`src/hdl/crf_defs.svh`:
```
// Purpose: Constants for the core register file.
// Assumes: Included by bare name from hdl/.
// Notes:   Status word bit positions follow the core layout.
`ifndef CRF_DEFS_SVH
`define CRF_DEFS_SVH

`define CRF_IDX_PC       4'h0
`define CRF_IDX_SP       4'h1
`define CRF_IDX_SR       4'h2
`define CRF_IDX_CG       4'h3

`define CRF_SR_C         0
`define CRF_SR_Z         1
`define CRF_SR_N         2
`define CRF_SR_GIE       3
`define CRF_SR_HALT      4
`define CRF_SR_XSTOP     5
`define CRF_SR_LOOPOFF   6
`define CRF_SR_DCOFF     7
`define CRF_SR_V         8

`define CRF_RESET_VAL    16'h0000
`define CRF_CONST_FOUR   16'h0004
`define CRF_CONST_EIGHT  16'h0008
`define CRF_CONST_ONE    16'h0001
`define CRF_CONST_TWO    16'h0002
`define CRF_CONST_ONES   16'hFFFF
`define CRF_WORD_STEP    16'h0002

`endif

```
`src/hdl/crf_pkg.sv`:
```
// Purpose: Types for the core register file.
// Assumes: Nothing beyond the defines header.
// Notes:   Operation codes are local to this block.
package crf_pkg;
    typedef enum logic [2:0] {
        CRF_OP_MOV,
        CRF_OP_ADD,
        CRF_OP_ADDC,
        CRF_OP_SUB,
        CRF_OP_SUBC,
        CRF_OP_CMP,
        CRF_OP_LOGIC
    } crf_op_t;

    typedef enum logic [1:0] {
        CRF_SP_NONE,
        CRF_SP_PUSH,
        CRF_SP_POP
    } crf_sp_t;
endpackage

```
`src/hdl/crf_core_regs.sv`:
```
// Purpose: Sixteen-entry register file with program counter, stack pointer,
//          status word, constant sources and flag logic.
// Assumes: The sequencer presents one register operation per cycle.
// Notes:   Memory accesses for the stack are made by the sequencer.
//          Interrupt entry only clears the halt, dc and crystal bits here; pushing the
//          program counter and status word is left to the sequencer.
//          Register three keeps no value worth reading: its slot is held at zero.
//          Stack pointer alignment is left to software, as the core never checks it.
// Behaviour
// - Sixteen 16-bit registers, four dedicated.
// - Program counter advances by instruction length.
// - Program counter stays even in 64-KB.
// - Program counter readable, writing it branches.
// - Stack pointer predecrements on push, postincrements on pop.
// - Push of stack pointer leaves it decremented.
// - Pop into stack pointer takes popped value.
// - Status word is written only in word register mode; byte register reads give its low byte.
// - Overflow flag set on signed overflow.
// - Second clock bit stops dc generator conditionally.
// - First clock bit stops loop control.
// - Crystal stop bit stops crystal conditionally.
// - Halt bit stops the core.
// - Global enable gates maskable interrupts.
// - Negative flag copies result top bit.
// - Zero flag marks zero result.
// - Carry flag marks carry out.
// - Register two supplies zero, four, eight.
// - Register three supplies zero, one, two, ones.
// - Constant registers are source only.
// - Register operations take one cycle, word or byte.
// - Interrupt entry clears halt, dc and crystal bits.
// - Register three mode zero gives zero.
`timescale 1ns/10ps
`include "crf_defs.svh"

module crf_core_regs
    import crf_pkg::*;
#(
    parameter int NUM_REGS = 16,
    parameter int WIDTH    = 16
) (
    // Clock and reset
    input  wire logic              i_clk,
    input  wire logic              i_rst_b,
    // Operation request
    input  wire logic              i_op_valid,
    input  wire crf_op_t           i_op,
    input  wire logic              i_byte_op,
    input  wire logic [3:0]        i_src_reg,
    input  wire logic [1:0]        i_source_mode_bits,
    input  wire logic [3:0]        i_dst_reg,
    input  wire logic              i_dst_write,
    input  wire logic [WIDTH-1:0]  i_logic_result,
    // Program counter and stack control
    input  wire logic [2:0]        i_instr_len,
    input  wire logic              i_instr_done,
    input  wire crf_sp_t           i_sp_op,
    input  wire logic [WIDTH-1:0]  i_pop_data,
    input  wire logic              i_irq_entry,
    // Clock system status
    input  wire logic              i_dco_in_use,
    input  wire logic              i_xtal_in_use,
    input  wire logic              i_maskable_irq,
    // Results
    output logic [WIDTH-1:0]       o_src_data,
    output logic [WIDTH-1:0]       o_program_counter,
    output logic [WIDTH-1:0]       o_stack_pointer,
    output logic [WIDTH-1:0]       o_status_word,
    // Clock system and core control
    output logic                   o_core_halt,
    output logic                   o_dc_generator_off,
    output logic                   o_loop_control_off,
    output logic                   o_crystal_stop,
    output logic                   o_irq_accept
);

    // ************************************************************
    // Elaboration checks
    // ************************************************************
    if (NUM_REGS != 16 || WIDTH != 16) begin : g_bad_param
        $error("crf_core_regs supports only sixteen 16-bit registers.");
    end

    // ************************************************************
    // Storage
    // ************************************************************
    // Every slot is a plain flip-flop word, so a register operation reads and
    // writes within a single cycle with no memory macro latency.
    logic [WIDTH-1:0] regs_q [NUM_REGS];
    logic [WIDTH-1:0] regs_d [NUM_REGS];

    // ************************************************************
    // Source selection and constant sources
    // ************************************************************
    wire        src_is_sr  = (i_src_reg == `CRF_IDX_SR);
    wire        src_is_cg  = (i_src_reg == `CRF_IDX_CG);
    wire        sr_reg_use = (i_source_mode_bits == 2'b00) && !i_byte_op;
    // Constant sources win over storage so that no stale word of register two
    // or three can leak into an operand in a constant mode.
    logic [WIDTH-1:0] src_raw;
    always_comb begin
        src_raw = regs_q[i_src_reg];
        if (src_is_cg) begin
            unique case (i_source_mode_bits)
                2'b00: src_raw = `CRF_RESET_VAL;
                2'b01: src_raw = `CRF_CONST_ONE;
                2'b10: src_raw = `CRF_CONST_TWO;
                2'b11: src_raw = `CRF_CONST_ONES;
            endcase
        end else if (src_is_sr && !sr_reg_use) begin
            unique case (i_source_mode_bits)
                2'b00: src_raw = regs_q[`CRF_IDX_SR];
                2'b01: src_raw = `CRF_RESET_VAL;
                2'b10: src_raw = `CRF_CONST_FOUR;
                2'b11: src_raw = `CRF_CONST_EIGHT;
            endcase
        end
    end
    // Byte operands see a cleared high byte.
    wire [WIDTH-1:0] src_val = i_byte_op ? {8'h00, src_raw[7:0]} : src_raw;
    wire [WIDTH-1:0] dst_raw = regs_q[i_dst_reg];
    wire [WIDTH-1:0] dst_val = i_byte_op ? {8'h00, dst_raw[7:0]} : dst_raw;

    // ************************************************************
    // Arithmetic and flags
    // ************************************************************
    wire        is_sub   = (i_op == CRF_OP_SUB) || (i_op == CRF_OP_SUBC) || (i_op == CRF_OP_CMP);
    wire        use_c    = (i_op == CRF_OP_ADDC) || (i_op == CRF_OP_SUBC);
    wire        is_arith = (i_op != CRF_OP_MOV) && (i_op != CRF_OP_LOGIC);
    wire        cin      = use_c ? regs_q[`CRF_IDX_SR][`CRF_SR_C] : is_sub;
    wire [WIDTH-1:0] opnd_b  = is_sub ? ~src_val : src_val;
    // One adder serves both directions: a subtraction adds the inverted source
    // plus one, so the carry out reads as no borrow.
    wire [WIDTH:0]   sum     = {1'b0, dst_val} + {1'b0, opnd_b} + {16'h0000, cin};
    wire [WIDTH-1:0] res_full = is_arith ? sum[WIDTH-1:0] :
                                (i_op == CRF_OP_MOV) ? src_val : i_logic_result;
    wire [WIDTH-1:0] res     = i_byte_op ? {8'h00, res_full[7:0]} : res_full;
    wire        msb_res  = i_byte_op ? res[7] : res[15];
    wire        msb_a    = i_byte_op ? dst_val[7] : dst_val[15];
    wire        msb_b    = i_byte_op ? opnd_b[7] : opnd_b[15];
    // A byte carry comes out of bit 7, which the word adder does not expose.
    wire        carry    = i_byte_op ? (dst_val[7:0] + opnd_b[7:0] + {7'h00, cin} > 9'h0FF)
                                     : sum[WIDTH];
    // Same-sign inputs to the adder yielding the other sign is overflow in both directions.
    wire        ovf      = (msb_a == msb_b) && (msb_res != msb_a);
    wire        zero     = (res == `CRF_RESET_VAL);
    wire        set_flags = i_op_valid && is_arith;
    // A compare only sets flags, and register three has nothing to store, so
    // neither may reach the destination.
    wire        writes   = i_op_valid && i_dst_write && (i_op != CRF_OP_CMP)
                           && (i_dst_reg != `CRF_IDX_CG);

    // ************************************************************
    // Next state
    // ************************************************************
    wire [WIDTH-1:0] sp_dec = regs_q[`CRF_IDX_SP] - `CRF_WORD_STEP;
    wire [WIDTH-1:0] sp_inc = regs_q[`CRF_IDX_SP] + `CRF_WORD_STEP;
    wire [WIDTH-1:0] pc_next = regs_q[`CRF_IDX_PC] + {13'h0000, i_instr_len};
    // The enable bit in force before this edge gates the request.
    wire             take_irq = i_maskable_irq && regs_q[`CRF_IDX_SR][`CRF_SR_GIE];

    // Later assignments take priority: a destination write beats the stack step,
    // a pop into the stack pointer beats the write, and interrupt entry clears
    // its low-power bits last so that no write in the same cycle can keep the
    // core asleep.
    always_comb begin
        for (int i = 0; i < NUM_REGS; i++) begin
            regs_d[i] = regs_q[i];
        end
        if (i_instr_done) begin
            regs_d[`CRF_IDX_PC] = pc_next;
        end
        if (set_flags) begin
            regs_d[`CRF_IDX_SR][`CRF_SR_C] = carry;
            regs_d[`CRF_IDX_SR][`CRF_SR_Z] = zero;
            regs_d[`CRF_IDX_SR][`CRF_SR_N] = msb_res;
            regs_d[`CRF_IDX_SR][`CRF_SR_V] = ovf;
        end
        unique case (i_sp_op)
            CRF_SP_PUSH: regs_d[`CRF_IDX_SP] = sp_dec;
            CRF_SP_POP:  regs_d[`CRF_IDX_SP] = sp_inc;
            default:     regs_d[`CRF_IDX_SP] = regs_q[`CRF_IDX_SP];
        endcase
        if (writes && !(i_dst_reg == `CRF_IDX_SR && i_byte_op)) begin
            regs_d[i_dst_reg] = res;
        end
        if (i_sp_op == CRF_SP_POP && i_dst_reg == `CRF_IDX_SP && i_dst_write) begin
            regs_d[`CRF_IDX_SP] = i_pop_data;
        end
        if (i_irq_entry) begin
            regs_d[`CRF_IDX_SR][`CRF_SR_HALT]  = 1'b0;
            regs_d[`CRF_IDX_SR][`CRF_SR_DCOFF] = 1'b0;
            regs_d[`CRF_IDX_SR][`CRF_SR_XSTOP] = 1'b0;
        end
        // Forcing bit zero last keeps the counter even whatever was written.
        regs_d[`CRF_IDX_PC][0] = 1'b0;
        regs_d[`CRF_IDX_CG]    = `CRF_RESET_VAL;
    end

    // ************************************************************
    // Registers
    // ************************************************************
    // One process per slot keeps each register a separate flop word, which
    // keeps the write enable of every slot easy to trace.
    genvar g;
    for (g = 0; g < NUM_REGS; g++) begin : g_reg
        always_ff @(posedge i_clk or negedge i_rst_b) begin
            if (!i_rst_b) begin
                regs_q[g] <= `CRF_RESET_VAL;
            end else begin
                regs_q[g] <= regs_d[g];
            end
        end
    end

    // ************************************************************
    // Output decode
    // ************************************************************
    // The visible copies take the next-state values so that each output equals
    // its register right after the edge, with no extra cycle of lag.
    wire [WIDTH-1:0] pc_d       = regs_d[`CRF_IDX_PC];
    wire [WIDTH-1:0] sp_d       = regs_d[`CRF_IDX_SP];
    wire [WIDTH-1:0] sw_d       = regs_d[`CRF_IDX_SR];
    wire             halt_d     = sw_d[`CRF_SR_HALT];
    // A source that still feeds the main or sub-main clock must keep running,
    // so its stop request is masked while it is in use.
    wire             dc_off_d   = sw_d[`CRF_SR_DCOFF] && !i_dco_in_use;
    wire             loop_off_d = sw_d[`CRF_SR_LOOPOFF];
    wire             xstop_d    = sw_d[`CRF_SR_XSTOP] && !i_xtal_in_use;

    // ************************************************************
    // Output registers
    // ************************************************************
    always_ff @(posedge i_clk or negedge i_rst_b) begin
        if (!i_rst_b) begin
            o_src_data <= `CRF_RESET_VAL;
        end else begin
            o_src_data <= src_val;
        end
    end

    always_ff @(posedge i_clk or negedge i_rst_b) begin
        if (!i_rst_b) begin
            o_program_counter <= `CRF_RESET_VAL;
        end else begin
            o_program_counter <= pc_d;
        end
    end

    always_ff @(posedge i_clk or negedge i_rst_b) begin
        if (!i_rst_b) begin
            o_stack_pointer <= `CRF_RESET_VAL;
        end else begin
            o_stack_pointer <= sp_d;
        end
    end

    always_ff @(posedge i_clk or negedge i_rst_b) begin
        if (!i_rst_b) begin
            o_status_word <= `CRF_RESET_VAL;
        end else begin
            o_status_word <= sw_d;
        end
    end

    always_ff @(posedge i_clk or negedge i_rst_b) begin
        if (!i_rst_b) begin
            o_core_halt <= 1'b0;
        end else begin
            o_core_halt <= halt_d;
        end
    end

    always_ff @(posedge i_clk or negedge i_rst_b) begin
        if (!i_rst_b) begin
            o_dc_generator_off <= 1'b0;
        end else begin
            o_dc_generator_off <= dc_off_d;
        end
    end

    always_ff @(posedge i_clk or negedge i_rst_b) begin
        if (!i_rst_b) begin
            o_loop_control_off <= 1'b0;
        end else begin
            o_loop_control_off <= loop_off_d;
        end
    end

    always_ff @(posedge i_clk or negedge i_rst_b) begin
        if (!i_rst_b) begin
            o_crystal_stop <= 1'b0;
        end else begin
            o_crystal_stop <= xstop_d;
        end
    end

    always_ff @(posedge i_clk or negedge i_rst_b) begin
        if (!i_rst_b) begin
            o_irq_accept <= 1'b0;
        end else begin
            o_irq_accept <= take_irq;
        end
    end

endmodule

```
`config.mk`:
```
export PLATFORM = sky130hd
export DESIGN_NAME = crf_core_regs
export DESIGN_NICKNAME = d
export VERILOG_FILES = /design/src/hdl/crf_pkg.sv /design/src/hdl/crf_core_regs.sv
export VERILOG_INCLUDE_DIRS = /design/src /design/src/hdl
export SDC_FILE = /design/constraint.sdc
export NUM_CORES = 1
export LEC_CHECK = 0
export ABC_CLOCK_PERIOD_IN_PS = 5700
export BUFFER_PORTS_ARGS = -buffer_cell sky130_fd_sc_hd__buf_4
export CORE_ASPECT_RATIO = 0.7
export CORE_UTILIZATION = 45
export CTS_CLUSTER_SIZE = 16
export DETAILED_ROUTE_END_ITERATION = 6
export PLACE_DENSITY_LB_ADDON = 0.1
export SYNTH_ARGS = -nofsm -noshare
export SYNTH_HDL_FRONTEND = slang
export SYNTH_SLANG_ARGS = --single-unit
```
`constraint.sdc`:
```
create_clock -name i_clk -period 5.7 [get_ports i_clk]
set_input_delay 1.14 -clock i_clk [delete_from_list [all_inputs] [get_ports i_clk]]
set_output_delay 1.14 -clock i_clk [all_outputs]
set_load 0.02 [all_outputs]
```
* Yosys cells after proc, flatten, opt, wreduce, memory -nomap -nowiden
Cells that the tools add are included.
Storage, ports and cells: flip-flop bits (word level) 260, output and inout port bits 69, word-level logic and storage cells 114
Cells by class: add/sub/neg operators 7, $lt $le $gt $ge 4, equality and inequality tests 18, mux-type cells 32, bitwise logic cells 3, reductions and logical operators 28
Operator list (count):
- 256-bit bitwise mux | 1
- 256-bit two-way mux | 1
- 16-bit two-way mux | 15
- 16-bit binary-select mux with 4-bit select | 2
- 16-bit one-hot mux with 4 select lines | 2
- 16-bit demux with 4-bit select | 1
- 16-bit one-hot mux with 2 select lines | 1
- 16-bit by 16-bit adder with 17-bit output | 1
- 17-bit by 1-bit adder with 17-bit output | 1
- 16-bit by 2-bit adder with 16-bit output, second input constant | 1
- 16-bit by 3-bit adder with 16-bit output | 1
- 1-bit logical AND | 16
- 16-bit logical NOT | 1
- 16-bit inverter | 1
- 16-bit by 2-bit subtractor with 16-bit output, second input constant | 1
- 4-bit by 2-bit == test with 1-bit output, second input constant | 3
- 5-bit >= comparator, second input constant | 2
- 4-bit inverter with 5-bit output | 2
- 8-bit by 8-bit adder with 9-bit output | 1
- 9-bit by 1-bit adder with 9-bit output | 1
- 9-bit by 8-bit > comparator with 1-bit output, second input constant | 1
- 1-bit two-way mux | 7
- 2-bit == test, second input constant | 3
- 3-bit by 2-bit == test with 1-bit output, second input constant | 2
- other kinds (15) | 24

* Logic depth before layout (Yosys ltp)
Gate-level depths: netlist (run 1).
depth after elaboration 21, gate-level depth with buffers 21, gate-level depth less buffers 18

* Worst setup path before layout (run 1)
No wires, ideal clock.
kind input to register, from input port i_dst_reg[0], to register o_status_word[1], data arrival time 6259 ps, data required time 5634 ps, setup slack -625 ps, stages on the path 15, path buffers 3, cells stage by stage clkbuf_1 buf_1 buf_1 mux4_2 mux4_2 fa_1 a211oi_1 o21a_1 o31a_1 xor2_1 a221o_1 o2111ai_1 or4_1 or4_1 nand2_1
RTL lines:
- start: declaration | RTL line crf_core_regs.sv:51 | input wire logic [3:0] i_dst_reg,
- end signal: assignment | RTL line crf_core_regs.sv:260 | o_status_word <= `CRF_RESET_VAL;
- end signal: assignment | RTL line crf_core_regs.sv:262 | o_status_word <= sw_d;
- end: declaration | RTL line crf_core_regs.sv:68 | output logic [WIDTH-1:0] o_status_word,

==> results of run 1 <==
[logic make-up (layout without fill, tap and decap cells)]
logic type	count (synthesis)	in the layout
compound gates	422	422
fa+ha+maj	35	35
buf+inv	202	362
simple gates	450	450
flops	258	258
xor+xnor	54	54
mux	206	206
other cells	1	1
[cell type report]
class / count / area share
Clock inverter: 11 / 0.00830
Timing Repair Buffer: 279 / 0.113
Clock buffer: 41 / 0.0421
Tap cell: 480 / 0.0309
Multi-Input combinational cell: 1168 / 0.468
Inverter: 31 / 0.00598
Sequential cell: 258 / 0.332
[metal layers]
layer  track usage  up-vias  part of all wire
met5             0        -                 0
met1         0.484     6896              0.46
met2         0.454      624              0.42
met3        0.0678       78             0.093
met4        0.0762        0             0.023
li1              -     6171                 -
[layout by cell type (no fill, tap or decap), types with 6 or more instances in the layout]
cell / count
and3_1: 7
o31a_1: 6
nor3b_1: 10
buf_4: 271
and2_1: 9
clkbuf_8: 7
nor3_1: 15
o211ai_1: 11
a22o_1: 7
clkbuf_16: 28
nor2_1: 104
xor2_1: 31
nand4_1: 6
a21o_1: 12
nand2_1: 212
nor2b_1: 18
a21oi_1: 100
a211oi_1: 11
or3_1: 8
dfrtp_1: 258
clkbuf_1: 6
o21bai_1: 6
mux2i_1: 41
o221ai_1: 7
mux4_2: 107
or2_2: 7
a31oi_1: 10
o21ai_0: 171
mux2_2: 58
ha_1: 31
inv_1: 29
xnor2_1: 23
buf_12: 7
a22oi_1: 12
nand3_1: 19
a221oi_1: 8
nand2b_1: 12
o21a_1: 7
[worst max-delay path, delay by kind of cell]
family / cells / cell delay (ps)
compound gates: 6 / 1310
buf+inv: 2 / 300
simple gates: 5 / 1400
mux: 1 / 510
fa+ha+maj: 2 / 840
xor+xnor: 2 / 380
[where the power goes]
group          switching, uW  internal [uW]  total (uW)
combinational           1990           1650        3650
clock                    804           1140        1940
sequential               554           2320        2870
[sequential cells by signal, indices dropped and copies added, names as in the netlist]
register            cells
regs_q                192
o_src_data             16
o_stack_pointer        16
o_status_word          16
o_program_counter      15
o_crystal_stop          1
o_dc_generator_off      1
o_irq_accept            1
[through the flow]
step                utilization  hold WS [ps]  setup TNS [ps]  instance area, sq um  total power, uW
CTS                       0.540           505               0                 19400             8420
finish                    0.540           501               0                 19400             8460
floorplan                     -           458               0                 16500             5090
global route              0.540           532               0                 19400             8920
detailed placement        0.513           491            -602                 18500             6450
global placement          0.513           473           -1090                 18500             6380
[how the worst max path moves through the flow]
stage | from | endpoint | slack (ps) | cells past startpoint
finish | i_src_reg[0] | o_status_word[1]$_DFF_PN0_ | 300 | 18
global route | i_src_reg[0] | o_status_word[1]$_DFF_PN0_ | 80 | 18
CTS | i_src_reg[0] | o_status_word[1]$_DFF_PN0_ | 290 | 18
detailed placement | i_src_reg[0] | o_status_word[1]$_DFF_PN0_ | -280 | 18
global placement | i_src_reg[0] | o_status_word[1]$_DFF_PN0_ | -290 | 18
floorplan | i_dst_reg[1] | o_status_word[1]$_DFF_PN0_ | 10 | 18
[what timing repair did]
item / in CTS / in global routing
resized for setup: 0 / 1
endpoints found under the setup margin: 0 / 1
buffers inserted: 0 / 0
==> results.cfg, run 1 <==
[floorplan]
die_h_um = 162
initial_core_util = 0.458
coreArea_sq_um = 36000
rows = 58
dieArea_sq_um = 37400
die_w_um = 231
ios = 129

[yosys]
synth-compound-area-share = 0.156
yosysSeqAreaShare = 0.392
synth_top_area_frac = 0.392
synthMuxAreaShare = 0.211
synthXorXnorAreaFrac = 0.0287
synth_top_cell_by_area = dfrtp_1
synth_nets = 1723
yosys_register_bits = 258
synthFlopType = dfrtp_1
synth_async_sr_flop_share = 1.00
synth_fa_ha_area_frac = 0.0284
syn_area_per_cell_sq_um = 10.1
yosys.area_share.simple = 0.124
synth_top_family_by_area = multiplexers
postSynthCellCount = 1628
ys_types = 77
yosysWarningCount = 0
synthesis.area_sq_um = 16500
synth_common_cells = dfrtp_1, nand2_1, o21ai_0, mux4_2, nor2_1
synth_area_leaders = dfrtp_1, mux4_2, o21ai_0, nand2_1, mux2_2
synthMostInstantiatedCell = dfrtp_1
synth-edff-count = 0

[place]
gp_congestion = 0.963
dp.cells = 2216
pre_cts_ws_ps = -278
dp_hpwl_um = 43000
port_buffers = 126

[timing]
finalCritPeriodShare = 0.948
layout_setup_ws_ps = 295
max_freq_ghz = 0.185
skew_ps = 41.9
min_period_ps = 5400
slew_headroom = 0.271
setup_viol = 0
rsz0062_at_grt = no
hold_viol = 0
tightest_slew_ps = 1090
slew_violations = 0

[layout]
ff_latch_area_sq_um = 6460
nets = 1861
layout-drive-gt1-share = 0.289
antenna_cells = 0
area_growth_pct = 17.9
instances_no_fill = 2268
multi_input_area_sq_um = 9100
num-fill-cells = 3240

[status]
status = completed

[min_path]
min_to = regs_q[62]$_DFFE_PN0P_
holdPathStages = 2
hp-start = regs_q[62]$_DFFE_PN0P_
hp-class = reg -> reg

[clocking]
cts_tree = built
cts_buffer_depth = 3
clock_latency_ps = 600
clk_pin_slew_ps = 60
htree_levels = 1
cts_made_buffers = 28
hold_buffers = 0
cts-root-buf = clkbuf_16
clock-sinks = 258

[route]
vias = 13769
drtIter0Drc = 1651
wl_per_cell_um = 25.9
drc = 0
routed_via_density = 6.07
drt-pass1-iter-count = 6
drt-total-wl_um = 58700
ant_nets = 0

[setup_path]
max_stage_delay_ps = 510
cp_slowest_cell = mux4_2
crit_type = in -> reg
reg2reg_depth = 17
critPathLaunchType = input pin
cp_max_fo = 6
r2r-start = regs_q[64]$_DFFE_PN0P_
crit_path_end_kind = flip-flop
worst-r2r-setup-slack_ps = 600
cp.required_ps = 6200
path_cells = buf_4, mux4_2, or2_2, a31oi_1, buf_4, nand2_1, xor2_1, fa_1, fa_1, a211oi_2, o21a_1, o31a_1, xor2_1, a221o_1, o2111ai_1, or4_1, or4_1, nand2_1
worstPathArrival_ps = 5910
reg2reg_to = o_status_word[1]$_DFF_PN0_

[global_route]
track_usage = 0.316
grt_pass1_vias = 13313
grt_max_degree = 104
gr-total-overflow = 0
antenna_found_initial = 3
grt_pass1_wl_um = 87500

[job]
drv_cap = 0

[pwr]
power.density_nw_per_um2 = 435
leakagePower_uw = 0.00871
ir_worst_vdd_mv = 0.266
No activity file was read; power rests on OpenSTA's default activity.
==> run 2: changes to the inputs <==
- CTS_BUF_LIST: default -> sky130_fd_sc_hd__clkbuf_4
==> results.cfg, run 2 (synthesis gave the netlist of run 1 again) <==
[setup_path]
cp.required_ps = 6430
critPathLaunchType = input pin
worstPathArrival_ps = 5980
reg2reg_depth = 17
crit_path_end_kind = flip-flop
crit_type = in -> reg
cp_max_fo = 6

[place]
place_area_sq_um = 18500
port_buffers = 126
dp.cells = 2216
dp_hpwl_um = 43000
pre_cts_ws_ps = -278
gp_congestion = 0.963

[route]
drt-total-wl_um = 59000
vias = 14014
wl_per_cell_um = 25.2
routed_via_density = 5.99
ant_nets = 0
drc = 0
drtIter0Drc = 1563
drt-pass1-iter-count = 7

[layout]
largest-register = regs_q
layout_common_cells = buf_4, dfrtp_1, nand2_1
largest_register_ffs = 192
finalInstanceArea_sq_um = 19300
num-fill-cells = 3297
area_growth_pct = 17.3
final_common_cell = buf_4
nets = 1904
instances_no_fill = 2341
layout-drive-gt1-share = 0.313

[floorplan]
coreArea_sq_um = 36000
die_h_um = 162
rows = 58
die_w_um = 231
dieArea_sq_um = 37400
initial_core_util = 0.458
ios = 129

[global_route]
grt_pass1_vias = 13689
grt_max_degree = 104
track_usage = 0.322
grt_pass1_wl_um = 88200
antenna_found_initial = 4
gr-total-overflow = 0

[timing]
finalCritPeriodShare = 0.921
skew_ps = 52.7
hold_viol = 0
setup_tns_ps = 0
rsz0062_at_grt = no
slew_violations = 0
holdWs_ps = 388
layout_setup_ws_ps = 449
slew_headroom = 0.284
min_period_ps = 5250
tightest_slew_ps = 1070
setup_viol = 0
max_freq_ghz = 0.190

[clocking]
htree_levels = 3
cts_made_buffers = 71
postCtsSetupBuffers = 0
clock_latency_ps = 790
clock-sinks = 258
cts_buffer_depth = 3
cts-root-buf = clkbuf_4
hold_buffers = 0
clk_pin_slew_ps = 80
cts_tree = built
cts_resized = 0

[min_path]
hp-class = in -> async

[pwr]
ir_worst_vdd_mv = 0.170
leakagePower_uw = 0.00875
power.density_nw_per_um2 = 423

[status]
status = completed

[job]
drv_cap = 0
-- run 2: cell count changes in the layout (fill, tap and decap cells not counted), sizes merged --
cell      previous run  this run
clkbuf              41       106
clkinvlp             1         2
diode                0         3
bufinv               3         0
inv                 30        31
clkinv               8        14
-- run 2: final timing paths --
check	from	end	slack (ps)
max in group asynchronous	i_rst_b	regs_q[133]$_DFFE_PN0P_	3940
hold reg to reg	regs_q[44]$_DFFE_PN0P_	regs_q[44]$_DFFE_PN0P_	500
setup reg to reg	regs_q[64]$_DFFE_PN0P_	o_status_word[1]$_DFF_PN0_	610
hold / removal	i_rst_b	o_stack_pointer[5]$_DFF_PN0_	390
setup / recovery	i_src_reg[0]	o_status_word[1]$_DFF_PN0_	450
min in group i_clk	regs_q[44]$_DFFE_PN0P_	regs_q[44]$_DFFE_PN0P_	500
-- run 2: metal layers --
layer,wire [um],up-vias,GRT usage
met5,0,-,0
li1,-,6311,-
met4,1360,0,0.0993
met1,27600,6989,0.485
met2,24700,625,0.455
met3,5410,89,0.0765
-- run 2: power breakdown --
group / internal (uW) / switching, uW
Clock: 848 / 827
Combinational: 1650 / 1990
Sequential: 2320 / 555
-- run 2: layout make-up --
type	instances	area (sq um)	share of cell area
repair buffers	279	2190	0.113
diodes	3	7.51	0.000388
flip-flops and latches	258	6460	0.334
clock buffers	106	796	0.0412
clock inverters	16	75.1	0.00388
multi-input cells	1168	9100	0.470
inverters	31	116	0.00602
well taps	480	601	0.0311
-- run 2: per-stage QoR --
| step | power (uW) | utilization |
|---|---|---|
| 5_1_grt | 8680 | 0.537 |
| 4_1_cts | 8160 | 0.537 |
| 6_report | 8190 | 0.537 |
| 2_1_floorplan | 5090 | - |
| 3_3_place_gp | 6380 | 0.513 |
| 3_5_place_dp | 6450 | 0.513 |
-- run 2: worst max-delay path, cell delays in order --
cell       delay, ps
buf_4            140
mux4_2           510
or2_2            330
a31oi_1          180
buf_4            160
nand2_1           90
xor2_1           170
fa_1             430
fa_1             400
a211oi_1         360
o21a_1           290
o31a_1           220
xor2_1           210
a221o_1          220
o2111ai_1        120
or4_1            450
or4_1            470
nand2_1           80
==> run 3: changes to the inputs <==
--- a/config.mk
+++ b/config.mk
@@ -10,5 +10,4 @@
 export BUFFER_PORTS_ARGS = -buffer_cell sky130_fd_sc_hd__buf_4
-export CORE_ASPECT_RATIO = 0.7
+export CORE_ASPECT_RATIO = 2
 export CORE_UTILIZATION = 45
-export CTS_BUF_LIST = sky130_fd_sc_hd__clkbuf_4
 export CTS_CLUSTER_SIZE = 16
--- a/constraint.sdc
+++ b/constraint.sdc
@@ -3,2 +3,2 @@
 set_output_delay 1.14 -clock i_clk [all_outputs]
-set_load 0.02 [all_outputs]
+set_load 0.1 [all_outputs]
==> results.cfg, run 3 (synthesis gave the netlist of run 1 again) <==
[route]
routed_via_density = 6.13
drt-pass1-iter-count = 5
wl_per_cell_um = 26.2
ant_nets = 0
vias = 13704
drt-total-wl_um = 58600
drc = 0
drtIter0Drc = 1011

[layout]
final_core_util = 0.536
ff_latch_area_sq_um = 6460
final_common_cell = buf_4
multi_input_area_sq_um = 9080
num-fill-cells = 3244
largest_register_ffs = 192
nets = 1865
largest-register = regs_q
layout_common_cells = buf_4, dfrtp_1, nand2_1
area_growth_pct = 16.9
layout-drive-gt1-share = 0.289

[setup_path]
crit_family = compound AO/OA/AOI/OAI gates
cp_slowest_cell = mux4_2
crit_path_end_kind = flip-flop
cp.required_ps = 6180
path_cells = buf_4, mux4_2, or2_2, a31oi_1, nand2_1, xor2_1, fa_1, fa_1, a211oi_1, buf_4, o21ai_0, buf_4, a2111o_1, a31oi_1, xor2_1, a221oi_2, nand4b_1, or4_1, nand2_1
cp_max_fo = 6
crit_type = in -> reg
worstPathArrival_ps = 6080
critPathLaunchType = input pin
max_stage_delay_ps = 530
critPathMostFrequentCell = buf_4
worst-r2r-setup-slack_ps = 490
critPathBufInv = 3

[timing]
layout_setup_ws_ps = 108
setup_tns_ps = 0
slew_violations = 0
max_freq_ghz = 0.179
rsz0062_at_grt = no
holdWs_ps = 502
tightest_slew_ps = 1280
slew_headroom = 0.142
hold_viol = 0
skew_ps = 14.7
finalCritPeriodShare = 0.981
min_period_ps = 5590
setup_viol = 0

[floorplan]
rows = 98
dieArea_sq_um = 37500
die_w_um = 137
die_h_um = 273
ios = 129
initial_core_util = 0.459
coreArea_sq_um = 35900

[clocking]
cts-root-buf = clkbuf_16
hold_buffers = 0
postCtsSetupBuffers = 0
cts_buffer_depth = 3
cts_made_buffers = 25
cts_tree = built
clock_latency_ps = 550
clock-sinks = 258
clk_pin_slew_ps = 70
htree_levels = 1
cts_resized = 0

[status]
status = completed

[pwr]
power.density_nw_per_um2 = 472
leakagePower_uw = 0.00865
power.total_uw = 9090
ir_worst_vdd_mv = 0.446

[place]
gp_congestion = 0.994
port_buffers = 126
pre_cts_ws_ps = -380
dp_hpwl_um = 43800

[global_route]
antenna_found_initial = 2
gr-total-overflow = 0
grt_pass1_wl_um = 86800
track_usage = 0.322
grt_pass1_vias = 13991
grt_max_degree = 128

[min_path]
hp-class = reg -> reg

[job]
drv_cap = 0
## run 3: changes by cell type in the layout (fill, tap and decap cells not counted), sizes merged
cell	previous run	this run
buf	279	286
bufinv	0	1
clkbuf	106	34
clkinv	14	4
clkinvlp	2	3
diode	3	1
inv	31	32
## run 3: worst register-to-register path, delay by kind of cell (launching register included)
| family | cells | cell delay [ps] |
|---|---|---|
| compound gates | 6 | 1420 |
| mux | 1 | 490 |
| simple gates | 5 | 1270 |
| fa+ha+maj | 2 | 840 |
| flops | 1 | 390 |
| xor+xnor | 2 | 390 |
| buf+inv | 2 | 350 |
## run 3: final timing paths
| path | end | cells past startpoint | from |
|---|---|---|---|
| setup / recovery | o_status_word[1]$_DFF_PN0_ | 19 | i_src_reg[0] |
| hold / removal | regs_q[49]$_DFFE_PN0P_ | 2 | regs_q[49]$_DFFE_PN0P_ |
| setup reg to reg | o_status_word[1]$_DFF_PN0_ | 18 | regs_q[64]$_DFFE_PN0P_ |
| hold reg to reg | regs_q[49]$_DFFE_PN0P_ | 2 | regs_q[49]$_DFFE_PN0P_ |
| max in group asynchronous | regs_q[110]$_DFFE_PN0P_ | 2 | i_rst_b |
| min in group asynchronous | o_stack_pointer[2]$_DFF_PN0_ | 1 | i_rst_b |
## run 3: final cells by class
cell class	count	share of cell area
diodes	1	0.000130
clock inverters	9	0.00461
clock buffers	34	0.0379
flip-flops and latches	258	0.335
well taps	450	0.0292
inverters	31	0.00604
multi-input cells	1168	0.471
repair buffers	286	0.116
## run 3: where the power goes
part           internal, uW  switching, uW  total [uW]
clock network           944            763        1710
registers              2320            543        2860
logic                  1700           2830        4530
total                  4960           4140        9090
## run 3: per-stage QoR
stage | cell area [sq um] | instances
2_1_floorplan | 16500 | 1628
3_3_place_gp | 18400 | 2193
3_5_place_dp | 18400 | 2193
4_1_cts | 19300 | 2236
5_1_grt | 19300 | 2236
6_report | 19300 | 2237
## run 3: routing by layer
metal | vias up | wire, um | global-route usage
met5 | - | 0 | 0
met4 | 0 | 4810 | 0.236
met3 | 208 | 2860 | 0.0447
met2 | 494 | 30100 | 0.563
met1 | 6829 | 20800 | 0.348
li1 | 6173 | - | -
